### src/eil_pkg.sv
// Shared types and constants for the external interrupt latch
package eil_pkg;

  // ****************************************************************
  // Trigger modes and reset values
  // ****************************************************************
  localparam logic MODE_EDGE = 1'b0;      // Falling edge only
  localparam logic MODE_EDGE_LEVEL = 1'b1;  // Falling edge and low level
  localparam logic PIN_IDLE = 1'b1;       // Pin rests high
  localparam logic MODE_RESET = MODE_EDGE;
  localparam logic MASK_RESET = 1'b0;
  localparam int SYNC_STAGES = 3;

  // ****************************************************************
  // Carriers
  // ****************************************************************
  // Status and control write, one strobe carries all three bits
  typedef struct packed {
    logic ack;    // Acknowledge, write one to clear the latch
    logic mode;   // Trigger mode select
    logic mask;   // Mask, blocks the request when set
  } eil_ctl_s;

  // Whole state of the block
  typedef struct packed {
    logic [SYNC_STAGES-1:0] sync;  // Pin synchroniser, bit 0 first
    logic lvl;      // Filtered pin level
    logic latch;    // Interrupt request latch
    logic acked;    // Acknowledge seen while pin held low
    logic mode;
    logic mask;
    logic req;      // Request to the priority logic
    logic ack_pls;  // Acknowledge pulse
  } eil_state_s;

  localparam eil_state_s STATE_RESET = '{
    sync: {SYNC_STAGES{PIN_IDLE}},
    lvl: PIN_IDLE,
    latch: 1'b0,
    acked: 1'b0,
    mode: MODE_RESET,
    mask: MASK_RESET,
    req: 1'b0,
    ack_pls: 1'b0
  };

endpackage : eil_pkg

### src/eil_top.sv
// External interrupt pin latch with edge or edge-and-level triggering
module eil_top (
  // Clock and reset
  input wire logic core_clk_in,
  input wire logic sys_rst_in,
  // External interrupt pin, active low
  input wire logic ext_irq_pin_n_in,
  // CPU vector fetch for this interrupt
  input wire logic vec_fetch_in,
  // Status and control write
  input wire logic ctl_wr_in,
  input wire eil_pkg::eil_ctl_s ctl_wdata_in,
  // Request and status
  output logic irq_req_out,
  output logic irq_pending_out,
  output logic irq_trigger_mode_bit_out,
  output logic irq_mask_bit_out,
  output logic irq_ack_pulse_out
);

  // ****************************************************************
  // State
  // ****************************************************************
  eil_pkg::eil_state_s st_ff;
  eil_pkg::eil_state_s nxt_st;

  // Decoded events of this cycle
  logic pin_agree;
  logic pin_fall;
  logic pin_low;
  logic sw_ack;
  logic ack_now;
  logic release_ok;

  // The logic compares bits 1 and 2, the last two stages, so the depth is fixed
  if (eil_pkg::SYNC_STAGES != 3) begin : g_sync_depth_check
    $error("pin synchroniser needs exactly three stages");
  end

  // ****************************************************************
  // Events
  // ****************************************************************
  // Only the last two stages are compared, the first stays private
  assign pin_agree = st_ff.sync[1] == st_ff.sync[2];
  // Falling edge: settled level was high, new agreed sample is low
  assign pin_fall = st_ff.lvl & pin_agree & ~st_ff.sync[2];
  assign pin_low = ~st_ff.lvl;
  assign sw_ack = ctl_wr_in & ctl_wdata_in.ack;
  assign ack_now = vec_fetch_in | sw_ack;
  // Level mode releases only once acknowledged and the pin is high
  assign release_ok = (st_ff.acked | ack_now) & ~pin_low;

  // ****************************************************************
  // Next state
  // ****************************************************************
  always_comb begin
    nxt_st = st_ff;
    // Three-stage synchroniser, the pin is asynchronous
    nxt_st.sync = {st_ff.sync[1:0], ext_irq_pin_n_in};
    if (pin_agree) begin
      nxt_st.lvl = st_ff.sync[2];
    end
    // Control bits follow a write
    if (ctl_wr_in) begin
      nxt_st.mode = ctl_wdata_in.mode;
      nxt_st.mask = ctl_wdata_in.mask;
    end
    nxt_st.ack_pls = ack_now;
    // Set wins over any clear except reset in the same cycle
    if (st_ff.mode == eil_pkg::MODE_EDGE) begin
      nxt_st.latch = pin_fall | (st_ff.latch & ~ack_now);
      nxt_st.acked = 1'b0;
    end else begin
      // Low level keeps the latch set whatever acknowledge arrives
      nxt_st.latch = pin_fall | pin_low |
                     (st_ff.latch & ~release_ok);
      nxt_st.acked = nxt_st.latch & ~pin_fall &
                     (st_ff.acked | ack_now);
    end
    // Request follows the latch unless masked
    nxt_st.req = nxt_st.latch & ~nxt_st.mask;
    // Reset also returns to edge mode, so a held-low pin is dropped.
    // Synchroniser and filtered level keep tracking the pin, so a pin
    // held low through reset is not taken as a fresh edge afterwards.
    if (sys_rst_in) begin
      nxt_st = eil_pkg::STATE_RESET;
      nxt_st.sync = {st_ff.sync[1:0], ext_irq_pin_n_in};
      if (pin_agree) begin
        nxt_st.lvl = st_ff.sync[2];
      end
    end
  end

  // ****************************************************************
  // Registers
  // ****************************************************************
  // One register stage; reset is folded into the next-state logic
  always_ff @(posedge core_clk_in) begin
    st_ff <= nxt_st;
  end

  // Outputs straight from the state flops
  assign irq_req_out = st_ff.req;
  assign irq_pending_out = st_ff.latch;
  assign irq_trigger_mode_bit_out = st_ff.mode;
  assign irq_mask_bit_out = st_ff.mask;
  assign irq_ack_pulse_out = st_ff.ack_pls;
endmodule : eil_top

### config.mk
export PLATFORM = sky130hd
export DESIGN_NAME = eil_top
export DESIGN_NICKNAME = d
export VERILOG_FILES = /design/src/eil_pkg.sv /design/src/eil_top.sv
export SDC_FILE = /design/constraint.sdc
export NUM_CORES = 1
export LEC_CHECK = 0
export BUFFER_PORTS_ARGS = -buffer_cell sky130_fd_sc_hd__clkbuf_2
export CORE_AREA = 2 2 39 41
export DETAILED_ROUTE_END_ITERATION = 12
export DIE_AREA = 0 0 41 43
export HOLD_SLACK_MARGIN = 0.1
export SLEW_MARGIN = 0
export SYNTH_ARGS = -nofsm -noshare
export SYNTH_HDL_FRONTEND = slang
export SYNTH_SLANG_ARGS = --single-unit
### constraint.sdc
create_clock -name core_clk_in -period 1.2 [get_ports core_clk_in]
set_input_delay 0.06 -clock core_clk_in [delete_from_list [all_inputs] [get_ports core_clk_in]]
set_output_delay 0.06 -clock core_clk_in [all_outputs]
set_load 0.02 [all_outputs]
---- Yosys cells after proc, flatten, opt, wreduce, memory -nomap -nowiden ----
Cells that the tools add are included.
word-level totals
  output and inout port bits .............. 5
  logic and storage cells ................. 37
  input port bits ......................... 8
  register bits after elaboration ......... 10
cells by class
  reductions and logical operators ........ 2
  bitwise operators ....................... 21
  equal/unequal tests ..................... 1
  mux-type cells .......................... 5
operator list
  cell                number
  1-bit AND           9
  7-bit two-way mux   1
  1-bit NOT           7
  1-bit bitwise OR    5
  2-bit two-way mux   2
  1-bit two-way mux   2
  2-bit nonzero test  1
  2-bit OR reduction  1
  1-bit == test       1

---- Depth between registers and ports, before layout ----
Gate-level depths: netlist (run 1).
  word-level depth ........................ 12
  depth in mapped cells ................... 5
  gate-level depth less buffers ........... 5

---- Worst setup path after synthesis (run 1) ----
No wires, ideal clock.
  path kind ............................... reg2reg
  from .................................... reg st_ff[9] in the netlist's numbering
  to ...................................... reg st_ff, in the netlist irq_req_out
  setup slack ............................. 0.026 ns
  data arrival time ....................... 1.101 ns
  path buffers ............................ 0
  library setup time ...................... 0.073 ns
  data required time ...................... 1.127 ns
  stages on the path, launching flop included .. 6
  period minus slack after synthesis ...... 1.174 ns
  path through ............................ dfxtp_1 > inv_1 > ha_1 > nor3b_1 > a311oi_2 > nor3b_2
between the ends
  cells in the longest elaborated chain, start to end .. 7
  elaborated cells between the ends (all ways) .. 9
  classes of those cells .................. 1 x eq/ne; 1 x mux; 7 x bitwise
ends and longest elaborated chain
  element                         line           text
  from (decl)                     eil_top.sv:24  eil_pkg::eil_state_s st_ff;
  from (signal assigned)          eil_top.sv:99  st_ff <= nxt_st;
  1-bit == test                   eil_top.sv:44  assign pin_agree = st_ff.sync[1] == st_ff.sync[2];
  1-bit AND                       eil_top.sv:46  assign pin_fall = st_ff.lvl & pin_agree & ~st_ff.sync[2];
  1-bit AND (*)                   eil_top.sv:46
  1-bit bitwise OR (2 in series)  eil_top.sv:75  nxt_st.latch = pin_fall | pin_low |
  2-bit two-way mux (*)           eil_top.sv:70  if (st_ff.mode == eil_pkg::MODE_EDGE) begin
  1-bit AND (*)                   eil_top.sv:81  nxt_st.req = nxt_st.latch & ~nxt_st.mask;
Mark *: on every way between the ends. The rest lies on a longest branch, timed or not.
A chain may end at the register's enable or synchronous reset.

---- Final worst setup path (run 1) ----
Same ends and word-level chain as after synthesis.

==> metrics.md, run 1 <==
| Metric | Value |
|---|---|
| Status | finished clean |
| WHS Path Cells | 3 |
| Clock Skews | roughly 0.0022 ns |
| Largest net degree at the start of global routing | 10 |
| CP max stage cell | dfxtp_2 |
| Synth Net Count | 40 |
| Clock sink count | 10 |
| Setup TNS | 0 ns |
| Met2 wire len | 343 um |
| Setup crit end kind | register |
| Non-Filler Instances | between 60 and 70 |
| R2R Setup Slk | ~0.015 ns |
| Initial Utilization | approximately a quarter |
| FF+latch count, synth | 10 |
| # IOs | 13 |
| Xor/xnor share of the synthesized area | 0% |
| CTS Buffer Depth | 2 |
| Final setup margin | ~0.015 ns |
| Gr ovfl total | 0 |
| Drt wl/cell | about 9.6 um |
| PD cells | between 1000 and 1500 nW/um^2 |
| Met1 wire length | 279 um |
| Die area | 1760 sq um |
| Synth Area in Adders | approximately 3.5% |
| Hold WC Path Type | input pin to register |
| Final nets | 63 |
| Chip Height | 43 um |
| CP most frequent cell | nor3b_2 |
| GPL Wtd Cong | between 0.6 and 0.7 |
| CP endpoint | irq_req_out |
| Overall die width | 41 um |
| Crit path launch | st_ff[9] |
| CP bufs+invs | 1 |
| Final min period | ~1.2 ns |
| DR top layer | met4 |
| Seq/Total Area, Yosys | between 50% and 60% |
| Filler cells | about 140 |
| Crit share post-route | 98.8% |
| First-pass GRT wire length | between 1 and 1.5 mm |
| FF-to-FF Start | st_ff[9] |
| Crit Path Class | register to register |
| Root buffer cell | clkbuf_4 |
| Main combinational cell family by area after synthesis | simple AND/OR/NAND/NOR gates |
| Via density | 3.94 |
| Antenna viol nets, final | 0 |
| Worst path depth | 5 |
| Wirelength, routed | 664 um |
| Worst slack, placed | -0.00447 ns |
| Final instance area | 553 sq um |
| Ant diodes | 0 |
| Max stage delay on crit path | 0.33 ns |
| Placed Cells | 59 |
| Critical Path Source Type | register |
| TritonCTS buffer count | 3 |
| Ys Warns | 0 |
| Crit-path cells | inv_2, ha_4, nor3b_2, a311oi_2, nor3b_2 |
| Vias post-DR | around 270 |
| Initial antenna violation count | 0 |
| Synth Area in Compound Gates | around 8% |
| Share of layout cells above drive strength 1 | 49.1% |
| Number of global-route vias before repair | between 200 and 300 |
| Max Cap Viol | 0 |
| Relative slew slack | 80.7% |
| Peak fanout along the critical path | 2 |
| Port bufs | 12 |
| Peak supply drop | ~0.0007 V |
| Yosys cell types | 16 |
| Core footprint | approximately 1400 sq um |
| Placed Area | 437 sq um |
| All-Layer GR Usage | approximately a tenth |
| F_max | between 0.8 and 0.9 GHz |
| LEAKAGE | about 0.25 nW |
| WP data arrival | around 1.3 ns |
| P&R area growth vs syn | 53.5% |
| Wire length on met3 | 28 um |
| Syn_area_per_cell | 11.6 sq um |
| Post-Synthesis Cell Area | approximately 360 sq um |
| R2r worst-path depth | 5 |
| Unrepaired setup endpoints after global routing | yes |
| Post-Syn Instances | 31 |
| Cell family with most CP delay | flip-flops |
| Reg-to-reg endpoint | irq_req_out |
| Post-Synth Simple-Gate Area | 19.4% |
| FP Rows | 14 |
| Mux share of post-synthesis cell area | approximately 5.6% |
| CTS tree | yes |
| Clk_lat worst skew | approximately 0.26 ns |
| DR iter-0 viols | 1 |
| CP required | 1.35 ns |
| Htree depth | 1 |
| Detailed-route DRC error count | 0 |
| Least-Margin Pin Slew | between 0.2 and 0.3 ns |
| TritonRoute pass-1 iters | 3 |
| Clock transition at path regs | ~0.070 ns |
| Pins Over Slew Limit | 0 |
| Endpoints failing setup | 0 |
| Final hold vios | 0 |
## where the power goes
part           internal, mW  switching, mW  total (mW)  leakage (nW)
Clock                 0.184          0.116       0.300        0.0210
Sequential            0.359        0.00982       0.369        0.0843
Combinational        0.0550         0.0490       0.104         0.143
Total                 0.598          0.175       0.773         0.249
## cells in the final DEF (no fill, tap or decap), drive strengths merged
cell and instances:
nor2 5, ha 1, and2b 1, edfxtp 1
dfxtp 9, a311oi 1, a21oi 2, dlygate4sd3 6
nor3b 3, buf 1, nand2b 1, inv 2
clkbuf 16, nand2 1, mux2i 2, nor2b 1
## worst register-to-register path: cells and delay by family, from the launching register on
family / cells / cell delay [ns]
AOI/OAI and AO/OA: 1 / 0.31
adders and majority gates: 1 / 0.26
buffers and inverters: 1 / 0.04
DFF: 1 / 0.33
and+or+nand+nor: 2 / 0.12
## metal layers
| metal | GRT usage (%) | vias to the layer above |
|---|---|---|
| met2 | 11.9 | 6 |
| li1 | - | 147 |
| met5 | 0 | - |
| met4 | 10.0 | 0 |
| met1 | 10.6 | 117 |
| met3 | 6.28 | 2 |
## registers in the layout, indices dropped and copies added, names as in the netlist
register and cells:
irq_req_out 1, irq_pending_out 1, st_ff 5, irq_mask_bit_out 1, irq_ack_pulse_out 1, irq_trigger_mode_bit_out 1
## per-stage QoR
step	hold WS [ns]	utilization (%)	power, mW
finish	0.113	40.0	0.773
floorplan	0.0877	-	0.426
global route	0.139	40.0	0.808
detailed placement	0.165	31.6	0.457
CTS	0.110	38.9	0.780
global placement	0.165	31.6	0.455
## worst min-delay path by stage
stage	start	endpoint	slack (ns)
2_1_floorplan	ext_irq_pin_n_in	st_ff[7]	0.09
3_3_place_gp	ext_irq_pin_n_in	st_ff[7]	0.16
3_5_place_dp	ext_irq_pin_n_in	st_ff[7]	0.16
4_1_cts	ctl_wr_in	irq_ack_pulse_out	0.11
5_1_grt	ctl_wr_in	irq_ack_pulse_out	0.14
6_report	ctl_wr_in	irq_trigger_mode_bit_out	0.11
## cell type report
cell class	instances	area (sq um)	area share [%]
sequential	10	213	38.5
multi-input combinational	18	149	26.9
timing repair buffer	19	128	23.1
clock buffer	4	36.3	6.56
tap	16	20.0	3.62
inverter	2	7.51	1.36
## cell usage after synthesis
| cell | n | area share, % |
|---|---|---|
| a21oi_1 | 1 | 1.4 |
| dfxtp_1 | 9 | 50 |
| and2b_1 | 1 | 2.1 |
| nand2_1 | 1 | 1.0 |
| ha_1 | 1 | 3.5 |
| mux2i_1 | 2 | 5.6 |
| nor2b_1 | 1 | 1.7 |
| nor3b_2 | 1 | 3.5 |
| inv_1 | 2 | 2.1 |
| a21oi_2 | 1 | 2.4 |
| nand2b_1 | 1 | 1.7 |
| edfxtp_1 | 1 | 8.3 |
| a311oi_2 | 1 | 4.2 |
| nor2_1 | 5 | 5.2 |
| nor3b_1 | 2 | 4.2 |
| buf_6 | 1 | 3.1 |
## what timing repair did
action,CTS,global route
endpoints found under the hold margin,6,0
cloned,0,0
resized for setup,1,5
endpoints found under the setup margin,2,2
buffers inserted,0,0
hold buffers,6,0
pin swaps,1,5
## cells by family after synthesis
logic type	after synthesis
and+or+nand+nor	12
buffers and inverters	3
AOI/OAI and AO/OA	3
muxes	2
DFF	10
adders and majority gates	1
(Power assumes the default switching activity.)
==> run 2: changes to the inputs <==
CELL_PAD_IN_SITES_DETAIL_PLACEMENT = 1   (was unset)
CELL_PAD_IN_SITES_GLOBAL_PLACEMENT = 1   (was unset)
PLACE_DENSITY_LB_ADDON = 0.1   (was unset)
==> run 2 against run 1 <==
  * Clock-buffer cell count unchanged
  * Critical path depth is the same
  * Total power increased by 2.6%
  * First-iteration DRC count fell by 100%
  * Register-to-register slack improved by 0.03 ns
  * Cell count unchanged
  * Worst hold slack worse by 0.0038 ns
  * Final area rose by 1.1%
  * Clock skew fell by 0.0018 ns
  * Routed wire length is 21% higher
  * Via count up 9.9%
  * Utilization increased by 0.45 points
  * Largest power group unchanged
==> metrics.md, run 2 (synthesis gave the netlist of run 1 again) <==
| Metric | Value |
|---|---|
| Status | finished clean (unchanged) |
| Seq pwr share | 46.5% (was 47.7%) |
| Initial antenna violation count | 0 (unchanged) |
| Relative slew slack | 81.1% (was 80.7%) |
| # Post-CTS Setup Buffers | 0 (unchanged) |
| Vias post-DR | 299 (was 272) |
| Routing usage on met2 | 15.6% (was 11.9%) |
| Setup TNS | 0 ns (unchanged) |
| Critical Path Source Type | register (unchanged) |
| Met1 Use GR | 14.2% (was 10.6%) |
| Gr busiest metal | met2 (unchanged) |
| Least-Margin Pin Slew | 0.283 ns (was 0.290 ns) |
| Hold WC Path Type | input pin to register (unchanged) |
| Htree depth | 1 (unchanged) |
| Drt wl/cell | 11.6 um (was 9.62 um) |
| Max Cap Viol | 0 (unchanged) |
| Largest net degree at the start of global routing | 10 (unchanged) |
| Post-DP HPWL | roughly 580 um |
| Share of layout cells above drive strength 1 | 45.3% (was 49.1%) |
| WP data arrival | 1.31 ns (was 1.33 ns) |
| CTS Buffer Depth | 2 (unchanged) |
| F_max | 0.868 GHz (was 0.844 GHz) |
| Final min period | 1.15 ns (was 1.19 ns) |
| Ant diodes | 0 (unchanged) |
| Clock group share of total power | 39.6% (was 38.8%) |
| Core footprint | 1380 sq um (unchanged) |
| Number of global-route vias before repair | 282 (was 255) |
| Sw Pwr | 0.192 mW (was 0.175 mW) |
| Crit Path Class | register to register (unchanged) |
| Clock sink count | 10 (unchanged) |
| Gr ovfl total | 0 (unchanged) |
| Port bufs | 12 (unchanged) |
| Pins Over Slew Limit | 0 (unchanged) |
| # IOs | 13 (unchanged) |
| Chip Height | 43 um (unchanged) |
| Clock Skews | 0.000423 ns (was 0.00220 ns) |
| First-pass GRT wire length | 1.26 mm (was 1.03 mm) |
| Antenna viol nets, final | 0 (unchanged) |
| All-Layer GR Usage | 12.4% (was 9.82%) |
| Endpoints failing setup | 0 (unchanged) |
| Final hold vios | 0 (unchanged) |
| Peak fanout along the critical path | 2 (unchanged) |
| DR iter-0 viols | 0 (was 1) |
| FP Rows | 14 (unchanged) |
| TritonCTS buffer count | 3 (unchanged) |
| Switching part of the total | 24.2% (was 22.6%) |
| Crit share post-route | 96.0% (was 98.8%) |
| Final nets | 63 (unchanged) |
| Clock transition at path regs | 0.07 ns (about the same) |
| Via density | 4.33 (was 3.94) |
| Die area | 1760 sq um (unchanged) |
| Commonest non-fill, non-tap cell in the layout | clkbuf_2 (unchanged) |
| Wirelength, routed | 803 um (was 664 um) |
| CTS tree | yes (unchanged) |
| Root buffer cell | clkbuf_4 (unchanged) |
| Initial Utilization | 26.0% (unchanged) |
| Unrepaired setup endpoints after global routing | no (was yes) |
| Comb pwr share | 13.9% (was 13.5%) |
| Internal | 0.601 mW (was 0.598 mW) |
| GPL Wtd Cong | 0.627 (was 0.680) |
| Max FFs per register | 5 (unchanged) |
| CP required | 1.36 ns (was 1.35 ns) |
| Biggest register | st_ff (unchanged) |
| Detailed-route DRC error count | 0 (unchanged) |
| Most frequent cells in the layout | clkbuf_2 (12), dfxtp_1 (7), dlygate4sd3_1 (6) (unchanged) |
| P&R area growth vs syn | 55.2% (was 53.5%) |
| LEAKAGE | 0.254 nW (was 0.249 nW) |
| Filler cells | 158 (was 139) |
| TritonRoute pass-1 iters | 1 (was 3) |
| PD cells | 1420 nW/um^2 (was 1400 nW/um^2) |
| Setup crit end kind | register (unchanged) |
| Clk_lat worst skew | 0.27 ns (was 0.26 ns) |
| Final core occ | 40.4% (was 40.0%) |
| Peak supply drop | 0.000616 V (was 0.000707 V) |
| Met3 GRT Util | 4.71% (was 6.28%) |
| Overall die width | 41 um (unchanged) |
[run 2: final cells by class]
class                           count  area, sq um  area share (%)
Tap cell                           16         20.0            3.58
Inverter                            2         7.51            1.34
Clock buffer                        4         36.3            6.49
Multi-Input combinational cell     18          155            27.7
Sequential cell                    10          213            38.0
Timing Repair Buffer               19          128            22.8
[run 2: final timing paths]
path / from / endpoint / slack [ns] / cells past startpoint
worst max-delay path: st_ff[8] / irq_req_out / 0.05 / 5
worst min-delay path: ctl_wr_in / irq_trigger_mode_bit_out / 0.11 / 3
worst max register to register: st_ff[8] / irq_req_out / 0.05 / 5
worst min register to register: st_ff[7] / st_ff[8] / 0.33 / 0
[run 2: what timing repair did]
action                                  CTS  global route
resized for setup                         2             3
hold buffers                              6             0
endpoints found under the setup margin    2             1
pin swaps                                 2             0
hold endpoints to repair                  6             0
[run 2: stage by stage]
stage          instances  setup WS (ns)  instance area, sq um  hold WS, ns  power [mW]
2_1_floorplan         31         0.0264                   360       0.0877       0.426
4_1_cts               69         0.0295                   551        0.110       0.799
6_report              69         0.0479                   559        0.109       0.793
5_1_grt               69        0.00283                   559        0.120       0.834
3_3_place_gp          59        -0.0223                   437        0.164       0.455
3_5_place_dp          59        -0.0705                   437        0.165       0.460
[run 2: metal layers]
| layer | wire length, um | vias up |
|---|---|---|
| met5 | 0 | - |
| met4 | 41 | 0 |
| met3 | 42 | 4 |
| met2 | 395 | 11 |
| met1 | 324 | 137 |
| li1 | - | 147 |
[run 2: power by group through the flow]
stage	registers, mW	clock network (mW)	logic (mW)
final	0.369	0.314	0.110
after global routing	0.372	0.343	0.119
after CTS	0.368	0.326	0.105
after detailed placement	0.376	0	0.0838
after global placement	0.375	0	0.0802
after floorplan	0.387	0	0.0392
[run 2: critical path, stage by stage, from the launching register on]
cell and delay, ns:
dfxtp_2 0.33, inv_1 0.06, ha_4 0.28, nor3b_4 0.04, a311oi_2 0.25, nor3b_2 0.07
==> run 3: changes to the inputs <==
clock period = 0.9 ns   (was 1.2 ns; I/O delays follow)
==> run 3 against run 2 <==
  * The run now ends with negative setup slack left
  * Utilization is 0.63 points lower
  * Register-to-register slack worse by 0.31 ns
  * Clock-buffer cell count is the same
  * Non-clock buffer count decreased by 1
  * Critical endpoint is now irq_pending_out
  * Largest power group unchanged
  * Highest routed layer is now met3
==> metrics.md, run 3 (synthesis gave the netlist of run 1 again) <==
| Metric | Value |
|---|---|
| Status | complete, but fails checks (was finished clean) |
| Failing checks | negative setup slack |
| CTS tree | yes (unchanged) |
| Initial Utilization | 26.0% (unchanged) |
| Worst Hold Slack | 0.0848 ns (was 0.109 ns) |
| Core footprint | 1380 sq um (unchanged) |
| Met2 wire len | 454 um (was 395 um) |
| Max stage delay on crit path | 0.34 ns (was 0.33 ns) |
| Peak fanout along the critical path | 2 (unchanged) |
| Filler cells | 158 (unchanged) |
| Initial antenna violation count | 0 (unchanged) |
| Chip Height | 43 um (unchanged) |
| Post-DP HPWL | 599 um (was 581 um) |
| TritonCTS buffer count | 3 (unchanged) |
| LEAKAGE | 0.247 nW (was 0.254 nW) |
| Clock transition at path regs | 0.07 ns (about the same) |
| Least-Margin Pin Slew | 0.298 ns (was 0.283 ns) |
| Port bufs | 12 (unchanged) |
| Peak supply drop | 0.000656 V (was 0.000616 V) |
| TritonRoute pass-1 iters | 1 (unchanged) |
| Htree depth | 1 (unchanged) |
| Root buffer cell | clkbuf_4 (unchanged) |
| F_max | 0.858 GHz (was 0.868 GHz) |
| Final nets | 62 (was 63) |
| First-pass GRT wire length | 1.37 mm (was 1.26 mm) |
| Met1 wire length | 335 um (was 324 um) |
| Cell family with most CP delay | flip-flops (unchanged) |
| All-Layer GR Usage | 12.2% (was 12.4%) |
| Most frequent cells in the layout | clkbuf_2 (11), dfxtp_1 (7), nor2_1 (5), dlygate4sd3_1 (5) (was clkbuf_2 (12), dfxtp_1 (7), dlygate4sd3_1 (6)) |
| CP max stage cell | dfxtp_2 (unchanged) |
| Share of layout cells above drive strength 1 | 51.9% (was 45.3%) |
| P&R area growth vs syn | 52.8% (was 55.2%) |
| # IOs | 13 (unchanged) |
| Overall die width | 41 um (unchanged) |
| PD cells | 1870 nW/um^2 (was 1420 nW/um^2) |
| Final core occ | 39.8% (was 40.4%) |
| Final instance area | 551 sq um (was 559 sq um) |
| Detailed-route DRC error count | 0 (unchanged) |
| Die area | 1760 sq um (unchanged) |
| Crit-path cells | inv_2, ha_4, nor3b_2, a311oi_2, nor2_1 (was inv_1, ha_4, nor3b_4, a311oi_2, nor3b_2) |
| Commonest non-fill, non-tap cell in the layout | clkbuf_2 (unchanged) |
| DR iter-0 viols | 0 (unchanged) |
| Setup crit end kind | register (unchanged) |
| Relative slew slack | 80.1% (was 81.1%) |
| # Post-CTS Setup Buffers | 0 (unchanged) |
| Crit share post-route | 129% (was 96.0%) |
| Vias post-DR | 293 (was 299) |
| Setup TNS | -0.606 ns (was 0 ns) |
| Wirelength, routed | 822 um (was 803 um) |
| Via density | 4.31 (was 4.33) |
| Drt wl/cell | 12.1 um (was 11.6 um) |
| CP bufs+invs | 1 (unchanged) |
| Gr ovfl total | 0 (unchanged) |
| Pins Over Slew Limit | 0 (unchanged) |
| Hold WC Path Type | input pin to register (unchanged) |
| Final min period | 1.16 ns (was 1.15 ns) |
| Wire length on met3 | 31 um (was 42 um) |
| Critical Path Source Type | register (unchanged) |
| Endpoints failing setup | 3 (was 0) |
| GPL Wtd Cong | 0.619 (was 0.627) |
| Ant diodes | 0 (unchanged) |
| Final setup margin | -0.265 ns (was 0.0479 ns) |
| Antenna viol nets, final | 0 (unchanged) |
| Biggest register | st_ff (unchanged) |
| Clock Skews | 0.00704 ns (was 0.000423 ns) |
| Largest net degree at the start of global routing | 10 (unchanged) |
| CP required | 1.04 ns (was 1.36 ns) |
| Clock sink count | 10 (unchanged) |
| DR top layer | met3 (was met4) |
| CTS Buffer Depth | 2 (unchanged) |
| FP Rows | 14 (unchanged) |
| Max FFs per register | 5 (unchanged) |
| Final hold vios | 0 (unchanged) |
| Unrepaired setup endpoints after global routing | yes (was no) |
| Number of global-route vias before repair | 313 (was 282) |
| Crit Path Class | register to register (unchanged) |
| Max Cap Viol | 0 (unchanged) |
| Clk_lat worst skew | 0.26 ns (was 0.27 ns) |
| WP data arrival | 1.30 ns (was 1.31 ns) |
| Placed Area | 455 sq um (was 437 sq um) |
## run 3: cell types whose count changed in the layout (fill, tap and decap cells not counted)
cell | previous run | this run
inv_1 | 2 | 0
inv_2 | 0 | 2
nor3b_2 | 1 | 3
buf_4 | 1 | 2
clkbuf_2 | 12 | 11
dlygate4sd3_1 | 6 | 5
nor3b_1 | 1 | 0
nor3b_4 | 1 | 0
## run 3: worst register-to-register path: cells and delay by family, from the launching register on
kind,cells,cell delay [ns]
AO/OA/AOI/OAI,1,0.27
adder cells (fa/ha/maj),1,0.27
buffers and inverters,1,0.05
flip-flops,1,0.34
AND/OR/NAND/NOR,2,0.12
## run 3: final cells by class
class / instances / area [sq um] / area share (%)
multi-input combinational: 18 / 154 / 28.0
tap: 16 / 20.0 / 3.64
inverter: 2 / 7.51 / 1.36
clock buffer: 4 / 36.3 / 6.59
sequential: 10 / 213 / 38.6
timing repair buffer: 18 / 120 / 21.8
## run 3: metrics by stage
step | setup slack [ns] | std cells | power (mW)
floorplan | -0.184 | 31 | 0.577
global placement | -0.236 | 59 | 0.615
detailed placement | -0.293 | 59 | 0.624
CTS | -0.258 | 68 | 1.05
global route | -0.311 | 68 | 1.08
finish | -0.265 | 68 | 1.03
## run 3: power by group
part | internal, mW | switching, mW
sequential | 0.478 | 0.0135
clock | 0.245 | 0.148
combinational | 0.0734 | 0.0702
## run 3: worst paths after layout
| kind | cells after the start | to | from | slack [ns] |
|---|---|---|---|---|
| worst min register to register | 0 | st_ff[8] | st_ff[7] | 0.33 |
| worst min-delay path | 2 | irq_pending_out | sys_rst_in | 0.08 |
| worst max register to register | 5 | irq_pending_out | st_ff[8] | -0.26 |
| worst max-delay path | 5 | irq_pending_out | st_ff[8] | -0.26 |
## run 3: timing repair
action | in CTS | in global routing
gates resized for setup | 3 | 2
pin swaps | 2 | 1
gates cloned | 0 | 0
hold endpoints to repair | 4 | 0
setup endpoints to repair | 4 | 5
hold buffers | 5 | 0
## run 3: metal layers
| layer | up-vias | GRT usage [%] |
|---|---|---|
| met4 | 0 | 6.00 |
| met5 | - | 0 |
| met2 | 6 | 19.1 |
| met3 | 0 | 4.71 |
| li1 | 146 | - |
| met1 | 141 | 13.8 |
